$ cat config.mk
export PLATFORM = sky130hd
export DESIGN_NAME = mpl_latch
export DESIGN_NICKNAME = d
export VERILOG_FILES = /design/src/hdl/mpl_pkg.sv /design/src/hdl/mpl_latch.sv /design/src/hdl/mpl_limit_conv.sv
export SDC_FILE = /design/constraint.sdc
export NUM_CORES = 2
export LEC_CHECK = 0
export BUFFER_PORTS_ARGS = -buffer_cell sky130_fd_sc_hd__buf_4
export CAP_MARGIN = 20
export CELL_PAD_IN_SITES_DETAIL_PLACEMENT = 0
export CELL_PAD_IN_SITES_GLOBAL_PLACEMENT = 1
export CORE_UTILIZATION = 49
export CTS_CLUSTER_SIZE = 10
export DETAILED_ROUTE_END_ITERATION = 10
export PLACE_DENSITY = 0.93
export SKIP_LAST_GASP = 1
export SYNTH_ARGS = -nofsm -noshare
export SYNTH_HDL_FRONTEND = slang
export SYNTH_SLANG_ARGS = --single-unit
$ cat constraint.sdc
create_clock -name mclk -period 34.9 [get_ports mclk]
set_input_delay 3.49 -clock mclk [delete_from_list [all_inputs] [get_ports mclk]]
set_output_delay 3.49 -clock mclk [all_outputs]
set_load 0.02 [all_outputs]
$ cat src/hdl/mpl_pkg.sv
// Constants for the mark position latch window block
package mpl_pkg;
  // Clock and latch timing
  localparam int CLK_PERIOD_NS = 50;
  localparam int LATCH_TIME_NS = 400000;
  localparam int LATCH_CYC = LATCH_TIME_NS / CLK_PERIOD_NS;
  // Digit split and degree span, in thousandths
  localparam int DIGIT_SCALE = 1000;
  localparam logic signed [31:0] DEG_SPAN = 32'sh0005_7E40;
  // Register offsets (word index)
  localparam logic [3:0] REG_CTRL = 4'h0;
  localparam logic [3:0] REG_PLUS_LO = 4'h1;
  localparam logic [3:0] REG_PLUS_HI = 4'h2;
  localparam logic [3:0] REG_MINUS_LO = 4'h3;
  localparam logic [3:0] REG_MINUS_HI = 4'h4;
  localparam logic [3:0] REG_STOP_DIST = 4'h5;
  localparam logic [3:0] REG_STATUS = 4'h6;
  localparam logic [3:0] REG_RISE_DATA = 4'h7;
  localparam logic [3:0] REG_FALL_DATA = 4'h8;
  // Control field positions
  localparam int CTRL_MARK_FN = 0;
  localparam int CTRL_ROLL = 1;
  localparam int CTRL_DEGREE = 2;
  localparam int CTRL_CMD_METHOD = 3;
  localparam int CTRL_FAST_PIN = 4;
  localparam int CTRL_FILTER_LSB = 5;
  localparam int CTRL_WIDTH = 7;
  // Status field positions
  localparam int STAT_RISE = 0;
  localparam int STAT_FALL = 1;
  localparam int STAT_ALARM = 2;
  localparam int STAT_IN_WIN = 3;
  localparam int STAT_INTR = 4;
  // Reset values
  localparam logic [6:0] CTRL_RST = 7'h00;
  localparam logic [15:0] DIGIT_RST = 16'h0000;
  localparam logic [31:0] WORD_RST = 32'h0000_0000;
endpackage

$ cat src/hdl/mpl_latch.sv
// Mark position latch with window check and interrupt positioning load
//
// How it works
// - Function select 0 runs the latch; 1 runs interrupt positioning.
// - Capture position on a mark edge only inside the plus/minus window.
// - Equal limits make the whole range valid.
// - Linear units latch only when upper is not below lower, for either command method.
// - Linear units raise the parameter alarm when upper is below lower.
// - Digit halves of differing sign give a negative limit.
// - Roll feed off compares limits with position from home.
// - Roll feed on compares limits with travel from the start position.
// - Degree limits are kept within 0 to 359.999 degrees.
// - Degree limits outside the span are folded modulo 360 into it.
// - Degree window wraps through zero when lower exceeds upper.
// - Position capture completes within 0.4 ms of the mark event.
// - Rising done flag clears as falling done flag sets.
// - Edge outside the window leaves latched data unchanged.
// - Rise after an out-of-window fall updates data, not the rising flag.
// - Interrupt mode loads remaining travel with the mark stop distance.
// - Interrupt ignored in home return, manual, standstill, temporary stop.
// - Current position is captured when the mark input turns on.
// - Latch suppressed during home return and manual operation.
//
// Decided for this implementation: the register addresses and strobed register access.
`timescale 1ns/1ps
module mpl_latch #(
  parameter int LATCH_CYC = mpl_pkg::LATCH_CYC
) (
  input wire logic mclk,
  input wire logic rst,
  input wire logic [3:0] addr,
  input wire logic [31:0] wdata,
  input wire logic wr,
  input wire logic rd,
  output logic [31:0] rdata,
  input wire logic mark_detect_input,
  input wire logic temp_stop_resume_input,
  input wire logic signed [31:0] position,
  input wire logic move_start,
  input wire logic home_return_active,
  input wire logic manual_active,
  input wire logic motion_active,
  output logic rise_latch_done_flag,
  output logic fall_latch_done_flag,
  output logic parameter_error_alarm,
  output logic remain_load,
  output logic signed [31:0] remain_dist
);
  logic [6:0] ctrl_r;
  logic signed [15:0] plus_lo_r, plus_hi_r, minus_lo_r, minus_hi_r;
  logic signed [31:0] stop_dist_r, rise_data_r, fall_data_r, start_r;
  logic [31:0] rdata_r;
  logic mark_s1_r, mark_s2_r, mark_s3_r, mark_stab_r, mark_prev_r;
  logic temp_stop_resume_input_s1_r, temp_stop_resume_input_s2_r, temp_stop_resume_input_s3_r, temp_stop_resume_input_stab_r;
  logic rise_flag_r, fall_flag_r, fall_out_r, alarm_r, intr_active_r;
  logic remain_load_r;
  logic signed [31:0] remain_dist_r;
  logic signed [31:0] plus_v, minus_v, pos_ref;
  logic rise_ev, fall_ev, in_win, latch_ok, intr_ok, degree, roll;

  // ==========================================================
  // Helpers
  function automatic logic signed [31:0] norm_deg(input logic signed [31:0] v);
    logic signed [31:0] r;
    r = v % mpl_pkg::DEG_SPAN;
    if (r < 0)
    begin
      r = r + mpl_pkg::DEG_SPAN;
    end
    return r;
  endfunction
  // ==========================================================
  // Register writes
  always_ff @(posedge mclk)
  begin
    if (rst)
    begin
      ctrl_r <= mpl_pkg::CTRL_RST;
      plus_lo_r <= mpl_pkg::DIGIT_RST;
      plus_hi_r <= mpl_pkg::DIGIT_RST;
      minus_lo_r <= mpl_pkg::DIGIT_RST;
      minus_hi_r <= mpl_pkg::DIGIT_RST;
      stop_dist_r <= mpl_pkg::WORD_RST;
    end
    else if (wr)
    begin
      unique case (addr)
        mpl_pkg::REG_CTRL: ctrl_r <= wdata[6:0];
        mpl_pkg::REG_PLUS_LO: plus_lo_r <= wdata[15:0];
        mpl_pkg::REG_PLUS_HI: plus_hi_r <= wdata[15:0];
        mpl_pkg::REG_MINUS_LO: minus_lo_r <= wdata[15:0];
        mpl_pkg::REG_MINUS_HI: minus_hi_r <= wdata[15:0];
        mpl_pkg::REG_STOP_DIST: stop_dist_r <= wdata;
        default: ;
      endcase
    end
  end
  // ==========================================================
  // Register reads, data one cycle after the strobe
  always_ff @(posedge mclk)
  begin
    if (rst)
    begin
      rdata_r <= mpl_pkg::WORD_RST;
    end
    else if (rd)
    begin
      unique case (addr)
        mpl_pkg::REG_CTRL: rdata_r <= {25'h0, ctrl_r};
        mpl_pkg::REG_PLUS_LO: rdata_r <= {{16{plus_lo_r[15]}}, plus_lo_r};
        mpl_pkg::REG_PLUS_HI: rdata_r <= {{16{plus_hi_r[15]}}, plus_hi_r};
        mpl_pkg::REG_MINUS_LO: rdata_r <= {{16{minus_lo_r[15]}}, minus_lo_r};
        mpl_pkg::REG_MINUS_HI: rdata_r <= {{16{minus_hi_r[15]}}, minus_hi_r};
        mpl_pkg::REG_STOP_DIST: rdata_r <= stop_dist_r;
        mpl_pkg::REG_STATUS: rdata_r <= {27'h0, intr_active_r, in_win, alarm_r, fall_flag_r, rise_flag_r};
        mpl_pkg::REG_RISE_DATA: rdata_r <= rise_data_r;
        mpl_pkg::REG_FALL_DATA: rdata_r <= fall_data_r;
        default: rdata_r <= mpl_pkg::WORD_RST;
      endcase
    end
    else
    begin
      rdata_r <= mpl_pkg::WORD_RST;
    end
  end
  // ==========================================================
  // Pin synchronisers; a change is taken when stages two and three agree
  // short capture path
  always_ff @(posedge mclk)
  begin
    if (rst)
    begin
      {mark_s1_r, mark_s2_r, mark_s3_r, mark_stab_r, mark_prev_r} <= 5'h00;
      {temp_stop_resume_input_s1_r, temp_stop_resume_input_s2_r, temp_stop_resume_input_s3_r, temp_stop_resume_input_stab_r} <= 4'h0;
    end
    else
    begin
      mark_s1_r <= mark_detect_input;
      mark_s2_r <= mark_s1_r;
      mark_s3_r <= mark_s2_r;
      if (mark_s2_r == mark_s3_r)
      begin
        mark_stab_r <= mark_s3_r;
      end
      mark_prev_r <= mark_stab_r;
      temp_stop_resume_input_s1_r <= temp_stop_resume_input;
      temp_stop_resume_input_s2_r <= temp_stop_resume_input_s1_r;
      temp_stop_resume_input_s3_r <= temp_stop_resume_input_s2_r;
      if (temp_stop_resume_input_s2_r == temp_stop_resume_input_s3_r)
      begin
        temp_stop_resume_input_stab_r <= temp_stop_resume_input_s3_r;
      end
    end
  end
  assign rise_ev = mark_stab_r & ~mark_prev_r;
  assign fall_ev = ~mark_stab_r & mark_prev_r;
  // ==========================================================
  // Window limits
  mpl_limit_conv u_plus (
    .low_digits(plus_lo_r),
    .high_digits(plus_hi_r),
    .degree_unit(degree),
    .limit_value(plus_v)
  );
  mpl_limit_conv u_minus (
    .low_digits(minus_lo_r),
    .high_digits(minus_hi_r),
    .degree_unit(degree),
    .limit_value(minus_v)
  );
  assign degree = ctrl_r[mpl_pkg::CTRL_DEGREE];
  assign roll = ctrl_r[mpl_pkg::CTRL_ROLL];
  // Start position for roll feed travel
  always_ff @(posedge mclk)
  begin
    if (rst)
    begin
      start_r <= mpl_pkg::WORD_RST;
    end
    else if (move_start)
    begin
      start_r <= position;
    end
  end
  always_comb
  begin
    pos_ref = position;
    if (roll)
    begin
      pos_ref = position - start_r;
    end
    if (degree)
    begin
      pos_ref = norm_deg(pos_ref);
    end
    if (plus_v == minus_v)
    begin
      in_win = 1'b1;
    end
    else if (!degree)
    begin
      in_win = (plus_v > minus_v) && (pos_ref >= minus_v) && (pos_ref <= plus_v);
    end
    else if (plus_v > minus_v)
    begin
      in_win = (pos_ref >= minus_v) && (pos_ref <= plus_v);
    end
    else
    begin
      in_win = (pos_ref >= minus_v) || (pos_ref <= plus_v);
    end
  end
  assign latch_ok = !ctrl_r[mpl_pkg::CTRL_MARK_FN] && !home_return_active && !manual_active;
  assign intr_ok = ctrl_r[mpl_pkg::CTRL_MARK_FN] && !home_return_active && !manual_active
                   && motion_active && !temp_stop_resume_input_stab_r && !intr_active_r;
  // ==========================================================
  // Position latch and done flags
  always_ff @(posedge mclk)
  begin
    if (rst)
    begin
      rise_data_r <= mpl_pkg::WORD_RST;
      fall_data_r <= mpl_pkg::WORD_RST;
      rise_flag_r <= 1'b0;
      fall_flag_r <= 1'b0;
      fall_out_r <= 1'b0;
    end
    else if (rise_ev && latch_ok && in_win)
    begin
      rise_data_r <= pos_ref;
      if (!fall_out_r)
      begin
        rise_flag_r <= 1'b1;
        fall_flag_r <= 1'b0;
      end
    end
    else if (fall_ev && latch_ok)
    begin
      fall_out_r <= !in_win;
      if (in_win)
      begin
        fall_data_r <= pos_ref;
        fall_flag_r <= 1'b1;
        rise_flag_r <= 1'b0;
      end
    end
  end
  // ==========================================================
  // Parameter alarm, held until reset
  always_ff @(posedge mclk)
  begin
    if (rst)
    begin
      alarm_r <= 1'b0;
    end
    else if (!degree && plus_v < minus_v)
    begin
      alarm_r <= 1'b1;
    end
  end
  // ==========================================================
  // Interrupt positioning
  always_ff @(posedge mclk)
  begin
    if (rst)
    begin
      intr_active_r <= 1'b0;
      remain_load_r <= 1'b0;
      remain_dist_r <= mpl_pkg::WORD_RST;
    end
    else
    begin
      remain_load_r <= 1'b0;
      if (!motion_active)
      begin
        intr_active_r <= 1'b0;
      end
      if (rise_ev && intr_ok)
      begin
        intr_active_r <= 1'b1;
        remain_load_r <= 1'b1;
        remain_dist_r <= stop_dist_r;
      end
    end
  end
  assign rdata = rdata_r;
  assign rise_latch_done_flag = rise_flag_r;
  assign fall_latch_done_flag = fall_flag_r;
  assign parameter_error_alarm = alarm_r;
  assign remain_load = remain_load_r;
  assign remain_dist = remain_dist_r;

  // ==========================================================
  // Checks
  logic [15:0] lat_cnt_r;
  always_ff @(posedge mclk)
  begin
    if (rst || (mark_s3_r == mark_prev_r))
    begin
      lat_cnt_r <= 16'h0000;
    end
    else
    begin
      lat_cnt_r <= lat_cnt_r + 16'h0001;
    end
  end
endmodule

$ cat src/hdl/mpl_limit_conv.sv
// Combines one pair of window limit digit halves into a single limit value
`timescale 1ns/1ps
module mpl_limit_conv (
  input wire logic signed [15:0] low_digits,
  input wire logic signed [15:0] high_digits,
  input wire logic degree_unit,
  output logic signed [31:0] limit_value
);
  logic signed [31:0] mag;
  logic signed [31:0] lin;
  logic signed [31:0] rem;
  logic neg;

  always_comb
  begin
    neg = low_digits[15] | high_digits[15];
    mag = 32'(high_digits[15] ? -high_digits : high_digits) * mpl_pkg::DIGIT_SCALE
        + 32'(low_digits[15] ? -low_digits : low_digits);
    lin = neg ? -mag : mag;
    rem = lin % mpl_pkg::DEG_SPAN;
    if (rem < 0)
    begin
      rem = rem + mpl_pkg::DEG_SPAN;
    end
    limit_value = degree_unit ? rem : lin;
  end
endmodule

# After elaboration in Yosys (flattened, before gate mapping)

Cells that the tools add are included.
Widths: inputs -> output; s select.

Bits in registers: 278
Latch bits: 0
Memory bits (writable): 0
Memory bits (read-only): 0
Input port bits: 78
Output and inout bits: 68
Logic and storage cells: 135
Memories: 0

Add/sub/neg operators: 12
$mul: 2
Div/mod/pow operators: 3
Magnitude comparators: 7
Equality and inequality tests: 13
Shift-type cells: 0
Mux-type cells: 28
Bitwise gates (word level): 8
Reductions and logical operators: 36

Operators with widths:

| kind                   | count |
|---|---|
| $mux 32                | 13 |
| $pmux 32 s9            | 1 |
| $neg 16->32            | 4 |
| $add 32x20->32 const B | 3 |
| $lt 32x1->1 const B    | 3 |
| $mod 32x20->32 const B | 3 |
| $add 32x32->32         | 2 |
| $mul 32x8->29 const B  | 2 |
| $neg 32->32            | 2 |
| $eq 32x32->1           | 1 |
| $ge 32x32->1           | 1 |
| $gt 32x32->1           | 1 |
| $le 32x32->1           | 1 |
| $lt 32x32->1           | 1 |
| $sub 32x32->32         | 1 |
| $eq 4x3->1 const B     | 4 |
| $logic_and 1x1->1      | 15 |
| $mux 1                 | 14 |
| $reduce_and 2->1       | 7 |
| $eq 4x2->1 const B     | 2 |
| $logic_not 1->1        | 7 |
| $reduce_and 3->1       | 2 |
| $eq 4x1->1 const B     | 1 |
| $eq 4x4->1 const B     | 1 |
| 10 further kinds       | 17 |

# Longest topological paths before layout

Depth after elaboration: 18
Mapped depth: 140
Depth with buffers taken out: 123

# Cells and area by module

Synthesis repeated with hierarchy kept, for this count alone.

Cells, all modules: 8,472
Area, all modules: 61,893.1 um^2

By module, submodules not included:

| module                   | times used | cells each | area each (um^2) | seq. area each (um^2) |
|---|---|---|---|---|
| mpl_latch                | 1          | 3,508      | 26,275.2         | 5,565.3 |
| mpl_limit_conv (u_minus) | 1          | 2,495      | 17,865.9         | 0.0 |
| mpl_limit_conv (u_plus)  | 1          | 2,469      | 17,752.0         | 0.0 |

# Least setup slack after synthesis

OpenSTA, ideal clock, no wires.

Path type: reg2reg
From: reg plus_hi_r[2]
To: reg rise_data_r[10]
Setup time: 0.128 ns
Data arrival time: 26.801 ns
Required time: 34.772 ns
Setup slack: 7.971 ns
Stages on the path, launching flop included: 116
Path buffers: 7
Period minus slack after synthesis: 26.929 ns
Path through: dfxtp_1 > or3_1 > or3_1 > or4_1 > or3_1 > or4b_2 > inv_1 > fa_1 > inv_1 > fa_1 > inv_1 > fa_1 > inv_1 > fa_1 > inv_1 > ha_1 > a2111oi_0 > a21oi_1 > [... 80 more ...] > o21ai_0 > nand2b_1 > a21oi_1 > nor2b_1 > o21ai_0 > nand2b_1 > a21oi_1 > nor2_1 > a2111oi_0 > nand3b_1 > o21ai_0 > o211ai_1 > o211a_1 > or3_1 > clkbuf_1 > buf_1 > mux2i_1 > nor2_1

Cells in the longest elaborated chain, start to end: 16
Elaborated cells on any way between the ends: 22
Those cells by class: 4 x add/sub; 1 x mul; 1 x div; 3 x order compare; 1 x eq/ne; 7 x mux; 5 x reduce/logical

RTL lines:

| what                                                 | line                                       | source |
|---|---|---|
| start: declaration                                   | mpl_latch.sv:50                            | `logic signed [15:0] plus_lo_r, plus_hi_r, minus_lo_r, minus_hi_r;` |
| start signal: assignment                             | mpl_latch.sv:80                            | `plus_hi_r <= mpl_pkg::DIGIT_RST;` |
| start signal: assignment                             | mpl_latch.sv:90                            | `mpl_pkg::REG_PLUS_HI: plus_hi_r <= wdata[15:0];` |
| $neg 16->32                                          | mpl_limit_conv.sv:17                       | `mag = 32'(high_digits[15] ? -high_digits : high_digits) * mpl_pkg::DIGIT_SCALE` |
| $mux 32 (*)                                          | mpl_limit_conv.sv:17                       |  |
| $mul 32x8->29 (*)                                    | mpl_limit_conv.sv:17                       |  |
| $add 32x32->32 (*)                                   | mpl_limit_conv.sv:18                       | `+ 32'(low_digits[15] ? -low_digits : low_digits);` |
| $neg 32->32                                          | mpl_limit_conv.sv:19                       | `lin = neg ? -mag : mag;` |
| $mux 32 (*)                                          | mpl_limit_conv.sv:19                       |  |
| $mod 32x20->32                                       | mpl_limit_conv.sv:20                       | `rem = lin % mpl_pkg::DEG_SPAN;` |
| $add 32x20->32 / $lt 32x1->1 (equally long branches) | mpl_limit_conv.sv:23, mpl_limit_conv.sv:21 |  |
| $mux 32                                              | mpl_limit_conv.sv:21                       | `if (rem < 0)` |
| $mux 32 (*)                                          | mpl_limit_conv.sv:25                       | `limit_value = degree_unit ? rem : lin;` |
| $le 32x32->1 / $gt 32x32->1 (equally long branches)  | -                                          |  |
| $logic_or 1x1->1 (tied with other cells)             | mpl_latch.sv:210                           | `in_win = (pos_ref >= minus_v) \|\| (pos_ref <= plus_v);` |
| $mux 1 / $logic_and 1x1->1 (equally long branches)   | mpl_latch.sv:204, mpl_latch.sv:202         |  |
| $mux 1                                               | mpl_latch.sv:200                           | `else if (!degree)` |
| $mux 1 (*)                                           | mpl_latch.sv:196                           | `if (plus_v == minus_v)` |
| $logic_and 1x1->1 (*)                                | mpl_latch.sv:228                           | `else if (rise_ev && latch_ok && in_win)` |
| end signal: assignment                               | mpl_latch.sv:222                           | `rise_data_r <= mpl_pkg::WORD_RST;` |
| end signal: assignment                               | mpl_latch.sv:230                           | `rise_data_r <= pos_ref;` |
| end: declaration                                     | mpl_latch.sv:51                            | `logic signed [31:0] stop_dist_r, rise_data_r, fall_data_r, start_r;` |

Every way passes the cells marked *; elsewhere a longest branch is shown, timed or not.
A chain may end at the register's enable or synchronous reset.

# Final worst setup path

From: reg plus_hi_r[2]
To: reg rise_data_r[31]

Same word-level chain as after synthesis.

==> flow_metrics.py <==
metrics = {
    "critical_path": {
        "worstPathArrival_ps": 33240,
        "cp-end-kind": "register",
        "start_kind": "register",
        "slowest_delay_ps": 740,
        "cp_slowest_cell": "or4_1",
        "path_class": "register to register",
        "path_max_fanout": 44,
        "crit_top_cell": "a21oi_1",
        "crit_required_ps": 35300,
    },
    "sta": {
        "fmax_ghz": 0.0305,
        "period_share": 0.941,
        "max_slew.worst_pin.slew_ps": 1260,
        "relSlewSlack": 0.152,
        "maxSlewViolCount": 0,
        "fin_crit_ps": 32840,
        "finalWorstSetupSlack_ps": 2060,
        "hold_violations": 0,
        "finClkSkew_ps": 23.0,
        "setup-violations-final": 0,
    },
    "clock_network": {
        "cts_buffer_depth": 3,
        "cts_hold_buf": 0,
        "cts_tree": "built",
        "cts_sinks": 278,
        "cts_buffers": 35,
        "insertion_delay_ps": 570,
        "root_buffer": "clkbuf_16",
        "clk_pin_slew_ps": 50,
        "htreeDepth": 2,
    },
    "job": {
        "maxCapViolations": 0,
    },
    "logic_synthesis": {
        "syn_inst": 8326,
        "synth_cell_types": 190,
        "synth_flop_cell": "dfxtp_1",
        "ys_async_sr_fraction": 0,
        "ys_seq_area_frac": 0.0923,
        "ys_ff_latch": 278,
        "yosys_warnings": 0,
        "synth_area_um2": 60300,
        "avgSynthCellArea_um2": 7.24,
        "synth_edf_count": 0,
    },
    "floorplan": {
        "core-area_um2": 122000,
        "core.rowCount": 128,
        "initial_utilization": 0.495,
        "die_h_um": 353,
        "dieArea_um2": 124000,
        "die_w_um": 353,
        "io_pins": 146,
    },
    "detailed_routing": {
        "drtIter0Drc": 6847,
        "first_pass_iters": 9,
        "wl_per_cell_um": 20.6,
        "vias": 65300,
        "drc": 0,
        "via_per_inst": 6.51,
        "totalWireLength_um": 207000,
        "antenna_left": 0,
    },
    "place": {
        "postPlaceCellArea_um2": 62800,
        "port_buffers": 145,
        "dpl.hpwl_um": 166000,
        "pre_cts_ws_ps": 723,
        "gp_congestion": 0.990,
    },
    "layout": {
        "drive_above_1_share": 0.0950,
        "final_area_um2": 64200,
        "mostFrequentLayoutCells": "nand2_1 (921), a21oi_1 (694), nor2_1 (644), inv_1 (512), xnor2_1 (470)",
        "final_nets": 8976,
        "final_common_cell": "nand2_1",
        "areaGrowthSynthToFinish_pct": 6.50,
    },
    "grt": {
        "grt_antenna_before_repair": 1,
        "track_usage": 0.315,
        "grt_pass1_vias": 60700,
        "grt_max_degree": 136,
        "grt-ovfl-total": 0,
        "grt_pass1_wl_um": 326000,
    },
    "worst_hold_path": {
        "hp-class": "register to register",
    },
    "run_status": {
        "status": "completed",
    },
}
==> cells by family (layout without fill, tap and decap cells) <==
logic type | count (synthesis) | in the layout | synth area share
and+or+nand+nor | 3011 | 3011 | 0.251
AOI/OAI and AO/OA | 2723 | 2723 | 0.320
buffers and inverters | 848 | 796 | 0.0615
xor gates and xnor gates | 730 | 730 | 0.110
adders and majority gates | 547 | 547 | 0.132
DFF | 278 | 278 | 0.0923
muxes | 187 | 187 | 0.0324
other | 2 | 134 | 0.000125
==> synth_stat cells (all sizes together) (44+ instances only) <==
master	n	area share
o21ai	484	0.041
a21boi	48	0.0063
nor2	659	0.042
xor2	225	0.033
a21oi	712	0.060
o211ai	97	0.013
a211o	48	0.0071
o21a	85	0.011
or3	103	0.011
xnor2	504	0.077
a2111oi	46	0.0082
nand2b	92	0.0095
nor2b	82	0.0086
a211oi	109	0.015
or2	85	0.0089
o31ai	97	0.013
maj3	44	0.0074
a31oi	158	0.018
dfxtp	278	0.092
and2	109	0.012
nor3	243	0.022
inv	514	0.032
nand4	118	0.013
o21bai	51	0.0066
mux2i	145	0.024
nand2	924	0.058
nor4	72	0.0093
fa	163	0.054
ha	340	0.071
o22ai	51	0.0057
a21o	122	0.016
a22oi	57	0.0073
clkbuf	234	0.020
buf	94	0.0089
and3	98	0.011
nand3	228	0.020
==> per-stage QoR <==
| stage | utilization | hold slack [ps] | cells | TNS (ps) |
|---|---|---|---|---|
| 3_5_place_dp | 0.515 | 446 | 9966 | 0 |
| 4_1_cts | 0.524 | 453 | 10000 | 0 |
| 5_1_grt | 0.527 | 461 | 10000 | -155 |
| 3_3_place_gp | 0.515 | 424 | 9963 | 0 |
| 6_report | 0.527 | 451 | 10000 | 0 |
| 2_1_floorplan | - | 414 | 8456 | 0 |
==> final timing paths <==
| path | from | to | slack (ps) | depth (start not counted) |
|---|---|---|---|---|
| setup / recovery | plus_hi_r[2]$_SDFFE_PP0P_ | rise_data_r[31]$_SDFFE_PP0N_ | 2060 | 109 |
| hold / removal | remain_dist[5]$_SDFFE_PP0P_ | remain_dist[5]$_SDFFE_PP0P_ | 450 | 2 |
| setup reg to reg | plus_hi_r[2]$_SDFFE_PP0P_ | rise_data_r[31]$_SDFFE_PP0N_ | 2060 | 109 |
| hold reg to reg | remain_dist[5]$_SDFFE_PP0P_ | remain_dist[5]$_SDFFE_PP0P_ | 450 | 2 |
==> per-layer routing <==
metal,routed length [µm],track usage
met4,9380,0.128
met5,0,0
met1,85000,0.391
met2,98400,0.545
met3,14200,0.0438
==> final cells by class <==
type                            count  area, µm²
Sequential cell                   278       5570
Tap cell                         1625       2030
Clock buffer                       40        905
Inverter                          515       1930
Timing Repair Buffer              235       1830
Multi-Input combinational cell   7330      51800
Clock inverter                      6        126
Fill cell                       12000      57700
Antenna cell                        2       5.00
==> worst max-delay path, delay by kind of cell (launching register included) <==
family                   cells  cell delay, ps
AO/OA/AOI/OAI               57           14900
multiplexers                 2             810
XOR/XNOR                     9            3390
adder cells (fa/ha/maj)      6            2700
AND/OR/NAND/NOR             31            9990
buffers and inverters        4             400
flip-flops                   1             410
==> state kept, by name (all words and copies together) (netlist names), 7 cells and up <==
register	count
plus_hi_r	16
ctrl_r	7
minus_hi_r	16
minus_lo_r	16
rdata	32
start_r	32
remain_dist	32
rise_data_r	32
stop_dist_r	32
fall_data_r	32
plus_lo_r	16
==> timing repair <==
item                                    4_1_cts  5_1_grt
resized for setup                             0       29
endpoints found under the setup margin        0       69
buffers inserted                              0        8
Power is left out: the tool's default activity adds up to more than one toggle a clock period on the data nets, which glitch-free logic cannot reach.
